`config.mk`:
```
export PLATFORM = sky130hd
export DESIGN_NAME = tp_timer_pwm
export DESIGN_NICKNAME = d
export VERILOG_FILES = /design/src/common/tp_pkg.sv /design/src/tp_timer_pwm.sv
export VERILOG_INCLUDE_DIRS = /design/src /design/src/common
export SDC_FILE = /design/constraint.sdc
export NUM_CORES = 1
export LEC_CHECK = 0
export BUFFER_PORTS_ARGS = -buffer_cell sky130_fd_sc_hd__buf_2
export CAP_MARGIN = 10
export CORE_ASPECT_RATIO = 2
export CORE_UTILIZATION = 26
export DETAILED_ROUTE_END_ITERATION = 8
export GPL_TIMING_DRIVEN = 0
export PLACE_DENSITY = 0.42
export SYNTH_ARGS = -nofsm -noshare
export SYNTH_HDL_FRONTEND = slang
export SYNTH_SLANG_ARGS = --single-unit
```
`constraint.sdc`:
```
create_clock -name CLK_SYS_I -period 4.5 [get_ports CLK_SYS_I]
set_input_delay 0 -clock CLK_SYS_I [delete_from_list [all_inputs] [get_ports CLK_SYS_I]]
set_output_delay 0 -clock CLK_SYS_I [all_outputs]
set_load 0.05 [all_outputs]
```
`src/common/tp_consts.svh`:
```
`ifndef TP_CONSTS_SVH
`define TP_CONSTS_SVH
// Register indices; the byte address is four times the index.
`define TP_IDX_TIMER7_CONTROL   14'h1050
`define TP_IDX_T7DAT  14'h1051
`define TP_IDX_TIMER8_CONTROL   14'h1052
`define TP_IDX_PCR1   14'h1053
`define TP_IDX_PCR2   14'h1054
`define TP_IDX_PCR3   14'h1055
`define TP_IDX_ISR    14'h1056
`define TP_IDX_MSK    14'h1057
`define TP_IDX_PERL   14'h1058
`define TP_IDX_PERH   14'h1059
`define TP_IDX_DAL    14'h105a
`define TP_IDX_DAH    14'h105b
`define TP_IDX_DBL    14'h105c
`define TP_IDX_DBH    14'h105d
`define TP_IDX_DCL    14'h105e
`define TP_IDX_DCH    14'h105f
`define TP_IDX_DLYA   14'h1060
`define TP_IDX_DLYB   14'h1061
`define TP_IDX_DLYC   14'h1062
`define TP_IDX_TIMER8_COMPARE_VALUE   14'h1063
`define TP_IDX_T8CAP  14'h1064
`define TP_IDX_TIMER8_COUNT_VALUE  14'h1065
// Reset values that are not zero.
`define TP_RST_TIMER7_COMPARE_VALUE   8'hff
`define TP_RST_TIMER8_COMPARE_VALUE   8'hff
`define TP_RST_PER    10'h0ff
`define TP_RST_DUTY   10'h07f
// First timer control fields.
`define TP_T7_EN      7
`define TP_T7_IE      6
`define TP_T7_MS      5
`define TP_T7_CK_HI   4
`define TP_T7_CK_LO   2
`define TP_T7_CN      1
`define TP_T7_ST      0
// Second timer control fields.
`define TP_T8_MS      6
`define TP_T8_CN      5
`define TP_T8_ST      4
`define TP_T8_CK_HI   3
// PWM control one fields.
`define TP_P1_PWMEN   7
`define TP_P1_EXT_SYNC_ENABLE   6
`define TP_P1_UPDOWN  5
`define TP_P1_HALT    4
`define TP_P1_IMM     3
`define TP_P1_ALL     2
`define TP_P1_DELAY_PRESCALE_SEL_HI 1
// PWM control two field.
`define TP_P2_FORCEA  7
// Status bit set on period match.
`define TP_ISR_PM     0
// Timer ticks that an immediate update needs to pass the synchroniser.
`define TP_SYNC_TICKS 2'd3
`endif

```
`src/common/tp_pkg.sv`:
```
package tp_pkg;
  // Whole state of the timer pair, registered as one word.
  typedef struct packed {
    logic [7:0]       timer7_control;    // First timer control.
    logic [7:0]       timer7_compare_value;    // First timer compare value.
    logic [7:0]       timer7_count_value;   // First timer count.
    logic [7:0]       t7cap;   // First timer capture.
    logic             t7tog;   // Toggle output level.
    logic             t7hit;   // Match event, one cycle.
    logic             ec_q;    // Last external clock level.
    logic [14:0]      pre;     // Free running prescaler.
    logic [7:0]       timer8_control;    // Second timer control.
    logic [7:0]       pcr1;    // PWM control one.
    logic [7:0]       pcr2;    // PWM control two.
    logic [7:0]       pcr3;    // PWM control three.
    logic [7:0]       isr;     // Sticky status.
    logic [7:0]       msk;     // Status mask.
    logic [7:0]       timer8_compare_value;    // Second timer compare value.
    logic [7:0]       t8cap;   // Second timer capture.
    logic [9:0]       per_sh;  // Written period.
    logic [9:0]       per;     // Active period.
    logic [2:0][9:0]  dut_sh;  // Written duties.
    logic [2:0][9:0]  dut;     // Active duties.
    logic [2:0][7:0]  dly;     // Delay nibbles per channel.
    logic [9:0]       pc;      // PWM counter.
    logic             down;    // Counting down.
    logic [1:0]       pend;    // Immediate update countdown.
    logic [5:0][6:0]  dc;      // Delay counters, in PWM ticks.
    logic [5:0]       lvl;     // Delayed levels.
    logic [5:0]       pin;     // Gated pin levels.
    logic [31:0]      rdata;   // Read data.
    logic             err;     // Pending slave error.
  } tp_state_t;
endpackage

```
`src/tp_timer_pwm.sv`:
```
// Contract
// - Buffered values load at period match only.
// - Immediate select applies new values without waiting for a match.
// - Immediate data passes three timer tick synchroniser.
// - Up/down mode alternates direction, period twice the period value.
// - Blanking low with sync clears counter, outputs.
// - Blanking high again restarts counter and waveform.
// - Halt clears counter and outputs, keeps settings.
// - Start/stop stop leaves outputs at level.
// - Force mode drives every pair from A.
// - Normal mode, each channel own duty, complementary.
// - Write-all copies A duty into B, C.
// - Four-bit delay of one edge per output.
// - Delay clock prescaled by one to eight.
// - Shared address reads count or capture.
// - Control has enable and interrupt enable bits.
// - Mode bit selects toggle timer or capture.
// - Clock select picks divider or external clock.
// - Continue bit low pauses, keeping count.
// - Start bit written low stops counter.
// - Start bit written high clears then counts.
`include "tp_consts.svh"
module tp_timer_pwm (
  input  wire logic        CLK_SYS_I,
  input  wire logic        RST_I,
  input  wire logic        PSEL_I,
  input  wire logic        PENABLE_I,
  input  wire logic        PWRITE_I,
  input  wire logic [15:0] PADDR_I,
  input  wire logic [31:0] PWDATA_I,
  input  wire logic        EXTERNAL_COUNT_CLOCK_I,
  input  wire logic        CAP7_I,
  input  wire logic        CAP8_I,
  input  wire logic        BLANKING_INPUT_I,
  output logic [31:0]      PRDATA_O,
  output logic             PREADY_O,
  output logic             PSLVERR_O,
  output logic             FIRST_TIMER_TOGGLE_OUT_O,
  output logic             T7_MATCH_O,
  output logic [2:0]       PWM_OUT_TRUE_O,
  output logic [2:0]       PWM_OUT_INVERSE_O
);

  tp_pkg::tp_state_t r;       // Registered state.
  tp_pkg::tp_state_t n;       // Next state.
  logic [13:0]       idx;     // Word index of the access.
  logic              known;   // Address decodes to a register.
  logic              setup;   // APB setup cycle.
  logic              wr;      // APB write taken this cycle.
  logic [7:0]        wd;      // Written byte.
  logic [14:0]       m7;      // First timer tick mask.
  logic [14:0]       m8;      // Second timer tick mask.
  logic              tick7;   // First timer tick.
  logic              tick8;   // Second timer tick.
  logic [6:0]        dlim;    // Delay of the output in hand, in PWM ticks.
  logic              imm;     // Immediate update selected.
  logic              quiet;   // Outputs forced to reset value.
  logic              run8;    // PWM counter may advance.
  logic              pm;      // Period match this cycle.
  logic [2:0]        cmp;     // Duty comparisons.
  logic [5:0]        tgt;     // Undelayed output levels.
  logic [3:0]        dsel;    // Delay of the output in hand.
  logic              wsh;     // Write into a buffered register.

  // Decode of the APB access; the register bus never waits.
  assign idx     = PADDR_I[15:2];
  assign setup   = PSEL_I && !PENABLE_I;
  assign wr      = PSEL_I && PENABLE_I && PWRITE_I && known;
  assign wd      = PWDATA_I[7:0];
  assign known   = (PADDR_I[1:0] == 2'h0) &&
                   (idx >= `TP_IDX_TIMER7_CONTROL) && (idx <= `TP_IDX_TIMER8_COUNT_VALUE);
  assign imm     = r.pcr1[`TP_P1_IMM];

  // First timer divider masks: fx/2 up to fx/2048.
  always_comb begin
    unique case (r.timer7_control[`TP_T7_CK_HI:`TP_T7_CK_LO])
      3'h0:    m7 = 15'h0001;
      3'h1:    m7 = 15'h0003;
      3'h2:    m7 = 15'h0007;
      3'h3:    m7 = 15'h001f;
      3'h4:    m7 = 15'h007f;
      3'h5:    m7 = 15'h01ff;
      3'h6:    m7 = 15'h07ff;
      3'h7:    m7 = 15'h0000;
    endcase
  end

  // A tick fires when the masked prescaler bits are all ones.
  // Code seven counts rising edges of the external clock instead.
  assign tick7 = (r.timer7_control[`TP_T7_CK_HI:`TP_T7_CK_LO] == 3'h7) ?
                 (EXTERNAL_COUNT_CLOCK_I && !r.ec_q) :
                 ((r.pre & m7) == m7);

  // Second timer divides by two to the power of its code.
  // The chained code borrows the first timer's tick; software must
  // not use it while the timers run apart, so nothing guards it.
  assign m8    = 15'((16'h1 << r.timer8_control[`TP_T8_CK_HI:0]) - 16'h1);
  assign tick8 = (r.timer8_control[`TP_T8_CK_HI:0] == 4'hf) ? tick7 :
                 ((r.pre & m8) == m8);

  // Delay counters count PWM ticks up to the nibble times 1, 2, 4 or 8.
  // Counting whole PWM ticks keeps the delay exact; a shared divided
  // clock would make the first step short by an unknown phase.
  // The limit itself is worked out per output inside the state logic.

  // Halt, blanking or PWM off force the reset value.
  assign quiet = r.pcr1[`TP_P1_HALT] || !r.pcr1[`TP_P1_PWMEN] ||
                 (r.pcr1[`TP_P1_EXT_SYNC_ENABLE] && !BLANKING_INPUT_I);
  assign run8  = r.timer8_control[`TP_T8_ST] && r.timer8_control[`TP_T8_CN];

  // Comparisons; force mode takes every channel from A.
  always_comb begin
    for (int c = 0; c < 3; c++) begin
      cmp[c] = r.pc < (r.pcr2[`TP_P2_FORCEA] ? r.dut[0] : r.dut[c]);
      tgt[2*c] = cmp[c] ^ r.pcr3[5-2*c];
      tgt[2*c+1] = (r.pcr2[`TP_P2_FORCEA] ? cmp[0] : !cmp[c]) ^
                   r.pcr3[4-2*c];
    end
  end

  // A write lands in a period or duty buffer.
  assign wsh = wr && (idx >= `TP_IDX_PERL) && (idx <= `TP_IDX_DCH);

  // Whole next state of the block.
  always_comb begin
    n     = r;
    pm    = 1'b0;
    dsel  = 4'h0;
    dlim  = 7'h0;
    n.t7hit = 1'b0;
    n.pre   = r.pre + 15'h1;
    n.ec_q  = EXTERNAL_COUNT_CLOCK_I;

    // First timer counts while enabled, started and continuing.
    if (r.timer7_control[`TP_T7_EN] && r.timer7_control[`TP_T7_ST] && r.timer7_control[`TP_T7_CN] &&
        tick7) begin
      if (r.timer7_count_value == r.timer7_compare_value) begin
        n.timer7_count_value = 8'h0;
        n.t7hit = r.timer7_control[`TP_T7_IE];
        // Toggle only in timer mode; capture mode still matches.
        if (!r.timer7_control[`TP_T7_MS]) begin
          n.t7tog = !r.t7tog;
        end
      end else begin
        n.timer7_count_value = r.timer7_count_value + 8'h1;
      end
    end

    // Capture strobes latch the running counts.
    if (CAP7_I && r.timer7_control[`TP_T7_MS]) begin
      n.t7cap = r.timer7_count_value;
    end
    if (CAP8_I && r.timer8_control[`TP_T8_MS]) begin
      n.t8cap = r.pc[7:0];
    end

    // PWM counter: cleared while quiet, else it steps on each tick while running.
    if (quiet) begin
      n.pc   = 10'h0;
      n.down = 1'b0;
    end else if (run8 && tick8) begin
      if (!r.down) begin
        if (r.pc >= r.per) begin
          pm = 1'b1;
          // Up/down mode turns round instead of wrapping.
          if (r.pcr1[`TP_P1_UPDOWN] && r.pc != 10'h0) begin
            n.pc   = r.pc - 10'h1;
            n.down = 1'b1;
          end else begin
            n.pc = 10'h0;
          end
        end else begin
          n.pc = r.pc + 10'h1;
        end
      end else if (r.pc == 10'h0) begin
        n.pc   = 10'h1;
        n.down = 1'b0;
      end else begin
        n.pc = r.pc - 10'h1;
      end
    end

    // Sticky period match status; the set beats a clear.
    if (pm) begin
      n.isr[`TP_ISR_PM] = 1'b1;
    end

    // Buffered values move over only at a period match.
    if (pm && !imm) begin
      n.per = r.per_sh;
      n.dut = r.dut_sh;
    end

    // Immediate values ride a three tick synchroniser first.
    if (r.pend != 2'h0 && tick8) begin
      n.pend = r.pend - 2'h1;
      if (r.pend == 2'h1) begin
        n.per = r.per_sh;
        n.dut = r.dut_sh;
      end
    end

    // Output delay: one edge waits, the other passes at once.
    for (int i = 0; i < 6; i++) begin
      dsel = i[0] ? r.dly[i>>1][3:0] : r.dly[i>>1][7:4];
      // Prescale by 1, 2, 4 or 8; at most 15 times 8 ticks.
      dlim = 7'(dsel) << r.pcr1[`TP_P1_DELAY_PRESCALE_SEL_HI:0];
      if (quiet) begin
        n.lvl[i] = 1'b0;
        n.dc[i]  = 7'h0;
      end else if (!run8) begin
        // A stopped counter leaves the pins where they were.
        n.lvl[i] = r.lvl[i];
      end else if (tgt[i] == r.lvl[i]) begin
        n.dc[i] = 7'h0;
      end else if (tgt[i] != r.pcr3[5-i] || dsel == 4'h0) begin
        n.lvl[i] = tgt[i];
        n.dc[i]  = 7'h0;
      end else if (tick8) begin
        // The delayed edge lands exactly dlim ticks late.
        if (r.dc[i] == dlim) begin
          n.lvl[i] = tgt[i];
          n.dc[i]  = 7'h0;
        end else begin
          n.dc[i] = r.dc[i] + 7'h1;
        end
      end
      n.pin[i] = n.lvl[i] && r.pcr2[5-i] && !quiet;
    end

    // Read data is fetched in the setup cycle and shown in the access.
    if (setup) begin
      n.err   = !known;
      n.rdata = 32'h0;
      unique case (idx)
        `TP_IDX_TIMER7_CONTROL:  n.rdata[7:0] = r.timer7_control;
        // Shared address: capture in capture mode, else the count.
        `TP_IDX_T7DAT: n.rdata[7:0] = r.timer7_control[`TP_T7_MS] ? r.t7cap : r.timer7_count_value;
        `TP_IDX_TIMER8_CONTROL:  n.rdata[7:0] = r.timer8_control;
        `TP_IDX_PCR1:  n.rdata[7:0] = r.pcr1;
        `TP_IDX_PCR2:  n.rdata[7:0] = r.pcr2;
        `TP_IDX_PCR3:  n.rdata[7:0] = r.pcr3;
        `TP_IDX_ISR:   n.rdata[7:0] = r.isr;
        `TP_IDX_MSK:   n.rdata[7:0] = r.msk;
        `TP_IDX_PERL:  n.rdata[7:0] = r.per_sh[7:0];
        `TP_IDX_PERH:  n.rdata[1:0] = r.per_sh[9:8];
        `TP_IDX_DAL:   n.rdata[7:0] = r.dut_sh[0][7:0];
        `TP_IDX_DAH:   n.rdata[1:0] = r.dut_sh[0][9:8];
        `TP_IDX_DBL:   n.rdata[7:0] = r.dut_sh[1][7:0];
        `TP_IDX_DBH:   n.rdata[1:0] = r.dut_sh[1][9:8];
        `TP_IDX_DCL:   n.rdata[7:0] = r.dut_sh[2][7:0];
        `TP_IDX_DCH:   n.rdata[1:0] = r.dut_sh[2][9:8];
        `TP_IDX_DLYA:  n.rdata[7:0] = r.dly[0];
        `TP_IDX_DLYB:  n.rdata[7:0] = r.dly[1];
        `TP_IDX_DLYC:  n.rdata[7:0] = r.dly[2];
        `TP_IDX_TIMER8_COMPARE_VALUE:  n.rdata[7:0] = r.timer8_compare_value;
        `TP_IDX_T8CAP: n.rdata[7:0] = r.t8cap;
        `TP_IDX_TIMER8_COUNT_VALUE: n.rdata[7:0] = r.pc[7:0];
        default:       n.rdata = 32'h0;
      endcase
    end

    // Register writes come last so that they win over counting.
    if (wr) begin
      unique case (idx)
        `TP_IDX_TIMER7_CONTROL: begin
          n.timer7_control = wd;
          // Writing start high clears the count first.
          if (wd[`TP_T7_ST]) begin
            n.timer7_count_value = 8'h0;
          end
        end
        // Writes to the shared address always load the compare.
        `TP_IDX_T7DAT: n.timer7_compare_value = wd;
        `TP_IDX_TIMER8_CONTROL: begin
          n.timer8_control = wd;
          if (wd[`TP_T8_ST]) begin
            n.pc   = 10'h0;
            n.down = 1'b0;
          end
        end
        `TP_IDX_PCR1:  n.pcr1 = wd;
        `TP_IDX_PCR2:  n.pcr2 = {wd[7], 1'b0, wd[5:0]};
        `TP_IDX_PCR3:  n.pcr3 = wd;
        // Status bits clear by writing one, unless set this cycle.
        `TP_IDX_ISR:   n.isr = (r.isr & ~wd) | {7'h0, pm};
        `TP_IDX_MSK:   n.msk = wd;
        `TP_IDX_PERL:  n.per_sh[7:0] = wd;
        `TP_IDX_PERH:  n.per_sh[9:8] = wd[1:0];
        `TP_IDX_DAL: begin
          n.dut_sh[0][7:0] = wd;
          // Write-all copies the A duty byte into B and C.
          if (r.pcr1[`TP_P1_ALL]) begin
            n.dut_sh[1][7:0] = wd;
            n.dut_sh[2][7:0] = wd;
          end
        end
        `TP_IDX_DAH: begin
          n.dut_sh[0][9:8] = wd[1:0];
          if (r.pcr1[`TP_P1_ALL]) begin
            n.dut_sh[1][9:8] = wd[1:0];
            n.dut_sh[2][9:8] = wd[1:0];
          end
        end
        `TP_IDX_DBL:   n.dut_sh[1][7:0] = wd;
        `TP_IDX_DBH:   n.dut_sh[1][9:8] = wd[1:0];
        `TP_IDX_DCL:   n.dut_sh[2][7:0] = wd;
        `TP_IDX_DCH:   n.dut_sh[2][9:8] = wd[1:0];
        `TP_IDX_DLYA:  n.dly[0] = wd;
        `TP_IDX_DLYB:  n.dly[1] = wd;
        `TP_IDX_DLYC:  n.dly[2] = wd;
        `TP_IDX_TIMER8_COMPARE_VALUE:  n.timer8_compare_value = wd;
        default:       n.err = 1'b0;
      endcase
      // An immediate write restarts the synchroniser countdown.
      if (wsh && imm) begin
        n.pend = `TP_SYNC_TICKS;
      end
    end

    // Synchronous reset to constants.
    if (RST_I) begin
      n                 = '0;
      n.timer7_compare_value            = `TP_RST_TIMER7_COMPARE_VALUE;
      n.timer8_compare_value            = `TP_RST_TIMER8_COMPARE_VALUE;
      n.per_sh          = `TP_RST_PER;
      n.per             = `TP_RST_PER;
      n.dut_sh          = {3{`TP_RST_DUTY}};
      n.dut             = {3{`TP_RST_DUTY}};
    end
  end

  // One register holds the whole state.
  always_ff @(posedge CLK_SYS_I) begin
    r <= n;
  end

  // Ports are driven straight from the state, except PREADY_O, which is tied high, and PSLVERR_O, which is gated by PSEL_I and PENABLE_I.
  assign PRDATA_O                 = r.rdata;
  assign PREADY_O                 = 1'b1;
  assign PSLVERR_O                = PSEL_I && PENABLE_I && r.err;
  assign FIRST_TIMER_TOGGLE_OUT_O = r.t7tog;
  assign T7_MATCH_O               = r.t7hit;
  assign PWM_OUT_TRUE_O           = {r.pin[4], r.pin[2], r.pin[0]};
  assign PWM_OUT_INVERSE_O        = {r.pin[5], r.pin[3], r.pin[1]};
endmodule

```
==> impl_metrics.toml, run 1 <==
[status]
outcome = "finished, final reports clean"

[global_routing]
grt_pass1_vias = 16250
track_usage = 0.2364
grt_overflow = 0
grt_max_degree = 17
antenna_found_initial = 2
grt_pass1_wl_um = 112000

[placed_design]
io_buffers = 44
gp_congestion = 0.9783
post-dp-hpwl_um = 62190
post-place-cells = 2916
dp_slack_ns = -0.7101

[final_layout]
areaGrowthSynthToFinish_pct = 15.58
final_cells = 2988
nets = 2275
drive_above_1_share = 0.1028
fill_cells = 6883
postLayoutCoreUtil = 0.3040

[clock_network]
cts_tree = "yes"
clk_pin_slew_ns = 0.07
cts_buffers = 31
clk_latency_ns = 0.65
htreeDepth = 1
cts.sinks = 300
cts_max_path_buffers = 3
root_buffer = "clkbuf_16"

[yosys]
synth.area.top_cells = "dfxtp_1 36%, mux2i_1 7.1%, nand2_1 5.1%"
syn_area_um2 = 16810
yosysMostFrequentCell = "dfxtp_1"
ys_seq_area_frac = 0.3572
yosysTopAreaCell = "dfxtp_1"
yosys.area.top_type_share = 0.3572
yosysUniqueCellTypes = 80
synth_edf_count = 0
ys_ff_latch = 300
yosys_warnings = 0
ys.flop_type = "dfxtp_1"
ys_top_cells_by_count = "300 x dfxtp_1, 230 x nand2_1, 170 x nor2_1"
async_flop_share = 0
synth.avg_cell_area_um2 = 8.214
synth_cells = 2047

[power_and_ir_drop]
swShare = 0.2680
p_sw_uw = 1626
p_leak_uw = 0.006971
ir_drop_v = 0.0002827
pwr-share-clk = 0.460
seqPwrFrac = 0.455
p_int_uw = 4442
pwr-share-comb = 0.085
power_density_nw_per_um2 = 312.2

[setup_path]
cp_slowest_cell = "a211oi_1"
end_kind = "register"
start_kind = "register"
cp_slowest_stage_delay_ns = 0.57
cp_cell_sequence = "clkbuf_2 > nor3_2 > nand2_1 > ha_1 > clkbuf_1 > nor3_1 > mux2i_1 > o32ai_1 > a211oi_1 > a41o_2 > buf_2 > nand2_2 > clkbuf_1 > a211oi_1 > a211oi_1"
cp.buffers_inverters = 4
crit_path_start = "r[262]"
crit_family = "compound AO/OA/AOI/OAI gates"
rr_startpoint = "r[262]"
arrival_ns = 4.75
crit_fanout = 10
crit_required_ns = 4.93
crit_type = "reg2reg"
critical_path.most_common_cell = "a211oi_1"

[die]
die_area_um2 = 65750
core_um2 = 63920
start_util = 0.2630
die_w_um = 181.8
die_height_um = 361.6
pin_count = 99
rows = 131

[routing]
drt_first_pass_iters = 6
via_per_inst = 5.537
ant_nets = 0
finalWirelength_um = 78720
wire_per_inst_um = 26.34
vias = 16550
initialDrtViolationCount = 1345
remaining_drc_errors = 0

[timing]
tightest_slew_ns = 1.341
hold_viol = 0
finalMaxSlewViolations = 0
period_share = 0.9584
fin_crit_ns = 4.313
relSlewSlack = 0.09660
fin_worst_skew_ns = 0.05199
setup_viol = 0
fin_ws_ns = 0.1872
rsz0062_at_grt = "no"
max_freq_mhz = 231.9

[worst_hold_path]
hold_class = "in2reg"
hp-start = "PADDR_I[1]"

[job]
drv_cap = 0
==> worst reg2reg max path: stages, from the launching register on <==
cell and delay [ns]:
dfxtp_1 0.44, clkbuf_2 0.30, nor3_2 0.11, nand2_1 0.08, ha_1 0.14, clkbuf_1 0.33, nor3_1 0.12, mux2i_1 0.17
o32ai_1 0.09, a211oi_1 0.57, a41o_2 0.43, buf_2 0.38, nand2_2 0.27, clkbuf_1 0.32, a211oi_1 0.25, a211oi_1 0.12
==> sequential cells by signal, indices dropped and copies added, names as in the netlist <==
| name | cells |
|---|---|
| r | 272 |
| PRDATA_O | 8 |
| m7 | 7 |
| dsel | 4 |
| PWM_OUT_INVERSE_O | 3 |
| PWM_OUT_TRUE_O | 3 |
| FIRST_TIMER_TOGGLE_OUT_O | 1 |
| T7_MATCH_O | 1 |
| imm | 1 |
==> cells in the final DEF, fill, tap and decap left out, types with 19 or more instances in the layout <==
cell type / count
a211o_1: 46
a21oi_1: 134
a221oi_1: 24
a22oi_1: 25
a31oi_1: 20
and3_1: 19
buf_2: 66
buf_4: 44
clkbuf_1: 100
clkbuf_16: 31
conb_1: 25
dfxtp_1: 299
ha_1: 53
inv_1: 56
mux2i_1: 119
nand2_1: 229
nand3_1: 118
nand4_1: 19
nor2_1: 170
nor2b_1: 42
nor3_1: 32
o211ai_1: 30
o21ai_0: 64
or3_1: 27
xnor2_1: 43
xor2_1: 19
==> stage by stage <==
step	hold WS [ns]	instance area (µm²)	total power (µW)	TNS (ns)
finish	0.009150	19430	6068	0
global route	0.03757	19430	6266	0
CTS	0.008673	19390	6128	0
detailed placement	0.2378	18180	3326	-26.60
floorplan	0.1179	16900	3144	0
global placement	0.2369	18120	3317	-47.53
==> cell families (layout without fill, tap and decap cells) <==
group,count (synthesis),in the layout,share of synthesized area
AND/OR/NAND/NOR,769,769,0.2217
AO/OA/AOI/OAI,496,496,0.2046
flip-flops,300,300,0.3572
buffers and inverters,232,351,0.06280
multiplexers,133,133,0.08155
XOR/XNOR,62,62,0.03229
adder cells (fa/ha/maj),53,53,0.03944
other,2,26,0.0004466
==> power by group through the flow <==
stage | Clock (µW) | Combinational, µW | Sequential [µW]
final | 2790 | 515 | 2760
after CTS | 2850 | 517 | 2760
after global routing | 2950 | 556 | 2760
after global placement | 0 | 498 | 2820
after floorplan | 0 | 345 | 2800
after detailed placement | 0 | 506 | 2820
==> per-layer routing <==
| metal | up-vias | part of all wire | track usage |
|---|---|---|---|
| met3 | 261 | 0.043 | 0.02942 |
| met1 | 8016 | 0.32 | 0.2132 |
| li1 | 7621 | - | - |
| met2 | 648 | 0.52 | 0.4477 |
| met5 | - | 0 | 0 |
| met4 | 0 | 0.11 | 0.2278 |
==> path summary, 6_finish.rpt <==
path                            endpoint  slack [ns]  cells past startpoint
worst min-delay path                r[0]       0.009                      5
worst min register to register    r[287]        0.46                      2
worst max-delay path               r[95]        0.19                     15
worst max register to register     r[95]        0.19                     15
==> area by class of cell <==
type / count / area, µm² / share of cell area
Sequential cell: 300 / 6007 / 0.3091
Antenna cell: 1 / 2.502 / 0.0001288
Multi-Input combinational cell: 1538 / 9894 / 0.5091
Clock buffer: 44 / 924.6 / 0.04758
Buffer: 176 / 855.8 / 0.04404
Clock inverter: 13 / 146.4 / 0.007532
Inverter: 56 / 210.2 / 0.01082
Tap cell: 798 / 998.5 / 0.05137
Timing Repair Buffer: 62 / 395.4 / 0.02034
==> what timing repair did <==
item / in CTS / in global routing
endpoints found under the setup margin: 83 / 73
pin swaps: 1 / 1
hold buffers: 13 / 0
setup buffers: 0 / 1
gates cloned: 0 / 0
resized for setup: 9 / 12
endpoints found under the hold margin: 57 / 0
No activity file was read; power rests on OpenSTA's default activity.
==> inputs of run 2 (changes only) <==
Settings changed: CORE_ASPECT_RATIO 2 to 0.75.
==> impl_metrics.toml, run 2 (same netlist as run 1, synthesis figures left out) <==
[final_layout]
layout_commonest_cell = "dfxtp_1"
largest_reg_flops = 272
drive_above_1_share = 0.1009
fill_cells = 6859
regMostFlops = "r"
antenna_cells = 0
nets = 2276
areaGrowthSynthToFinish_pct = 16.73
multiInputGateArea_um2 = 9899
layout_common_cells = "300 x dfxtp_1, 230 x nand2_1, 170 x nor2_1, 135 x a21oi_1, 119 x mux2i_1"
regArea_um2 = 6006

[timing]
fin_ws_ns = 0.2259
max_freq_mhz = 234.0
hold_slack_ns = 0.04843
finalMaxSlewViolations = 0
hold_viol = 0
tns_ns = 0
fin_worst_skew_ns = 0.01538
fin_crit_ns = 4.274
rsz0062_at_grt = "no"
setup_viol = 0
period_share = 0.9498
tightest_slew_ns = 1.164
relSlewSlack = 0.2176

[worst_hold_path]
hp-start = "PSEL_I"
hold_class = "in2reg"

[die]
core_um2 = 63760
start_util = 0.2637
die_area_um2 = 65700
die_w_um = 295.7
pin_count = 99
rows = 80
die_height_um = 222.2

[routing]
via_per_inst = 5.415
ant_nets = 0
finalWirelength_um = 71510
remaining_drc_errors = 0
vias = 16530
initialDrtViolationCount = 1815
wire_per_inst_um = 23.43
drt_first_pass_iters = 6

[job]
drv_cap = 0

[clock_network]
cts_tree = "yes"
clk_latency_ns = 0.56
cts_max_path_buffers = 3
cts_buffers = 36
clk_pin_slew_ns = 0.06
cts.sinks = 300
htreeDepth = 2
root_buffer = "clkbuf_16"

[setup_path]
crit_path_start = "r[251]"
rrSetupSlack_ns = 0.23
endpoint = "r[82]"
crit_type = "reg2reg"
end_kind = "register"
arrival_ns = 4.75
crit_required_ns = 4.98
rr_worst_depth = 12
start_kind = "register"
crit_fanout = 19
worst_r2r_endpoint = "r[82]"
rr_startpoint = "r[251]"

[global_routing]
track_usage = 0.2133
grt_pass1_vias = 15130
grt_max_degree = 20
grt_pass1_wl_um = 104000
antenna_found_initial = 2
grt_overflow = 0

[power_and_ir_drop]
p_leak_uw = 0.007018
ir_drop_v = 0.0002259
power_density_nw_per_um2 = 326.4

[placed_design]
post-dp-hpwl_um = 54220
io_buffers = 44
gp_congestion = 0.9775
dp_slack_ns = -0.6961

[status]
outcome = "finished, final reports clean"
==> run 2: cell count changes in the layout (fill, tap and decap cells not counted), moves of 2 or more <==
cell / delta
dlygate4sd3_1: -2
clkbuf_16: +6
clkinv_2: -3
nor4_2: -2
nor4_1: +2
bufinv_16: +2
clkbuf_1: +5
clkbuf_8: -2
==> run 2: how the worst min path moves through the flow <==
stage	to	slack (ns)	cells past startpoint
floorplan	r[169]	0.12	1
global route	PRDATA_O[0]	0.07	4
global placement	r[283]	0.23	2
CTS	PRDATA_O[1]	0.03	4
finish	PRDATA_O[1]	0.05	4
detailed placement	r[283]	0.25	2
==> run 2: area by class of cell <==
| cell class | count | share of cell area |
|---|---|---|
| sequential | 300 | 0.3060 |
| tap | 861 | 0.05489 |
| inverter | 56 | 0.01071 |
| clock buffer | 54 | 0.05450 |
| buffer | 175 | 0.04341 |
| clock inverter | 9 | 0.007777 |
| timing repair buffer | 59 | 0.01836 |
| multi-input combinational | 1538 | 0.5044 |
==> run 2: report_power, final <==
group	total, µW	switching [µW]	internal [µW]
combinational	511	335	177
sequential	2770	53.7	2710
clock	3130	1260	1870
total	6410	1650	4760
==> run 2: worst max-delay path, cell delays in order (launching register included) <==
cell,delay [ns]
dfxtp_1,0.30
buf_2,0.25
clkbuf_4,0.45
mux2i_1,0.24
ha_1,0.26
a211oi_1,0.24
o211ai_1,0.16
nor3_1,0.24
nor3_2,0.17
a2111oi_4,0.72
nand3_1,0.41
or3b_2,0.56
a31oi_1,0.17
==> run 2: routing by layer <==
metal  up-vias  global-route usage  wire [µm]
li1       7617                   -          -
met1      8207              0.3377      36840
met2       620              0.2892      27920
met3        84             0.03901       5377
met4         0             0.04880       1374
met5         -                   0          0
==> run 2: what timing repair did <==
item	CTS	global route
resized for setup	6	10
buffers inserted	2	0
endpoints found under the setup margin	86	82
hold endpoints to repair	50	0
pin swaps	1	1
hold buffers	11	0
==> run 2: stage by stage <==
step	cell area (µm²)	utilization	std cells	power, µW
3_5_place_dp	18240	0.2861	2977	3320
6_report	19630	0.3078	3052	6407
5_1_grt	19630	0.3078	3052	6613
3_3_place_gp	18200	0.2854	2975	3311
4_1_cts	19610	0.3075	3052	6461
2_1_floorplan	16900	-	2070	3144
==> inputs of run 3 (changes only) <==
Settings changed: PLACE_DENSITY 0.42 to 0.43.
Clock period 4.5 ns to 3.9 ns, I/O delays scaled along.
==> impl_metrics.toml, run 3 (same netlist as run 1, synthesis figures left out) <==
[status]
outcome = "finished, final reports clean"

[placed_design]
io_buffers = 44
post-dp-hpwl_um = 54310
dpl_cell_area_um2 = 18230
gp_congestion = 0.9870

[setup_path]
cp.buffers_inverters = 4
rrSetupSlack_ns = 0.12
cp_cell_sequence = "buf_2 > buf_4 > clkbuf_4 > mux2i_1 > ha_1 > a211oi_1 > nor2_1 > o32ai_4 > buf_12 > nor2_1 > or3_1 > nor3_1 > a21oi_1 > o2bb2ai_1"
critical_path.most_common_cell = "nor2_1"
endpoint = "r[69]"
rr_startpoint = "r[251]"
worst_r2r_endpoint = "r[69]"
crit_type = "reg2reg"
end_kind = "register"
crit_fanout = 10
cp_slowest_stage_delay_ns = 0.46
crit_path_start = "r[251]"
start_kind = "register"
rr_worst_depth = 14
cp_num_cells = 14
crit_family = "simple AND/OR/NAND/NOR gates"
crit_required_ns = 4.38
arrival_ns = 4.26
cp_slowest_cell = "nor3_1"

[clock_network]
clk_pin_slew_ns = 0.06
cts_tree = "yes"
root_buffer = "clkbuf_16"
cts_buffers = 37
clk_latency_ns = 0.56
cts.sinks = 300
htreeDepth = 2
cts_max_path_buffers = 3

[global_routing]
antenna_found_initial = 5
grt.busiest_layer = "met1"
grt_max_degree = 13
grt_pass1_wl_um = 104700
use_met3 = 0.04071
groute.layer.met2.usage = 0.2931
track_usage = 0.2138
grt_overflow = 0
grt_pass1_vias = 15450
grtUsageMet1 = 0.3365

[worst_hold_path]
hold_class = "in2reg"
hp-start = "PSEL_I"

[final_layout]
drive_above_1_share = 0.1118
regMostFlops = "r"
layout_commonest_cell = "dfxtp_1"
areaGrowthSynthToFinish_pct = 17.53
nets = 2276
largest_reg_flops = 272
layout_common_cells = "299 x dfxtp_1, 229 x nand2_1, 169 x nor2_1, 134 x a21oi_1, 119 x mux2i_1"
final_area_um2 = 19760

[power_and_ir_drop]
p_leak_uw = 0.007055
power_uw = 7360
ir_drop_v = 0.0002839
power_density_nw_per_um2 = 372.4

[die]
pin_count = 99
core_um2 = 63760
die_height_um = 222.2
die_area_um2 = 65700
start_util = 0.2637
die_w_um = 295.7
rows = 80

[routing]
vias = 16410
via_per_inst = 5.372
finalWirelength_um = 71290
drt_first_pass_iters = 6
ant_nets = 0
remaining_drc_errors = 0
wire_per_inst_um = 23.34
initialDrtViolationCount = 1846

[job]
drv_cap = 0

[timing]
fin_crit_ns = 3.783
tightest_slew_ns = 1.186
hold_viol = 0
fin_worst_skew_ns = 0.01513
max_freq_mhz = 264.3
relSlewSlack = 0.2096
finalMaxSlewViolations = 0
rsz0062_at_grt = "no"
setup_viol = 0
period_share = 0.9700
-- run 3: changes by cell type in the layout (fill, tap and decap cells not counted), sizes merged --
cell | before | now
buf | 121 | 123
clkinvlp | 0 | 1
bufinv | 4 | 3
diode | 0 | 1
clkbuf | 156 | 151
inv | 58 | 57
clkinv | 3 | 8
-- run 3: worst min path at each step --
stage | to | slack, ns | cells after the start
final | PRDATA_O[0] | 0.05 | 4
after global routing | r[261] | 0.07 | 3
after CTS | PRDATA_O[1] | 0.02 | 4
after detailed placement | r[283] | 0.24 | 2
after global placement | r[283] | 0.24 | 2
after floorplan | r[169] | 0.12 | 1
-- run 3: cell type report --
cell class              count  area (µm²)
diodes                      1       2.502
plain buffers             174       867.1
clock buffers              52        1052
clock inverters            13       172.7
fillers                  6777       44000
inverters                  56       210.2
multi-input cells        1538       10000
flip-flops and latches    300        6007
well taps                 861        1077
repair buffers             59       372.9
-- run 3: metal layers --
metal,share of wire,up-vias
met5,0,-
met2,0.40,643
li1,-,7636
met3,0.083,66
met4,0.016,0
met1,0.50,8061
-- run 3: repair_timing --
| action | CTS | global route |
|---|---|---|
| setup endpoints to repair | 107 | 64 |
| buffers inserted | 3 | 0 |
| gates resized for setup | 33 | 16 |
| cloned | 0 | 0 |
| hold buffers | 11 | 0 |
| hold endpoints to repair | 51 | 0 |
| pin swaps | 4 | 2 |
-- run 3: report_power, final --
part / leakage (µW) / internal (µW) / switching [µW]
Sequential: 0.00242 / 3130 / 63.3
Combinational: 0.00403 / 211 / 394
Clock: 0.000600 / 2090 / 1470
-- run 3: worst register-to-register path, delay by kind of cell, from the launching register on --
| family | cells | cell delay (ns) |
|---|---|---|
| and+or+nand+nor | 4 | 1.11 |
| buffers and inverters | 4 | 1.01 |
| AOI/OAI and AO/OA | 4 | 0.79 |
| DFF | 1 | 0.30 |
| adders and majority gates | 1 | 0.28 |
| muxes | 1 | 0.24 |
-- run 3: stage by stage --
step | setup slack (ns) | cells | TNS (ns) | utilization | hold WS (ns)
3_3_place_gp | -2.028 | 2975 | -86.80 | 0.2854 | 0.2392
3_5_place_dp | -1.263 | 2976 | -67.99 | 0.2860 | 0.2396
6_report | 0.1168 | 3054 | 0 | 0.3099 | 0.05076
2_1_floorplan | 0.1500 | 2070 | 0 | - | 0.1179
5_1_grt | 0.01486 | 3053 | 0 | 0.3099 | 0.06641
4_1_cts | 0.04733 | 3053 | 0 | 0.3092 | 0.02250
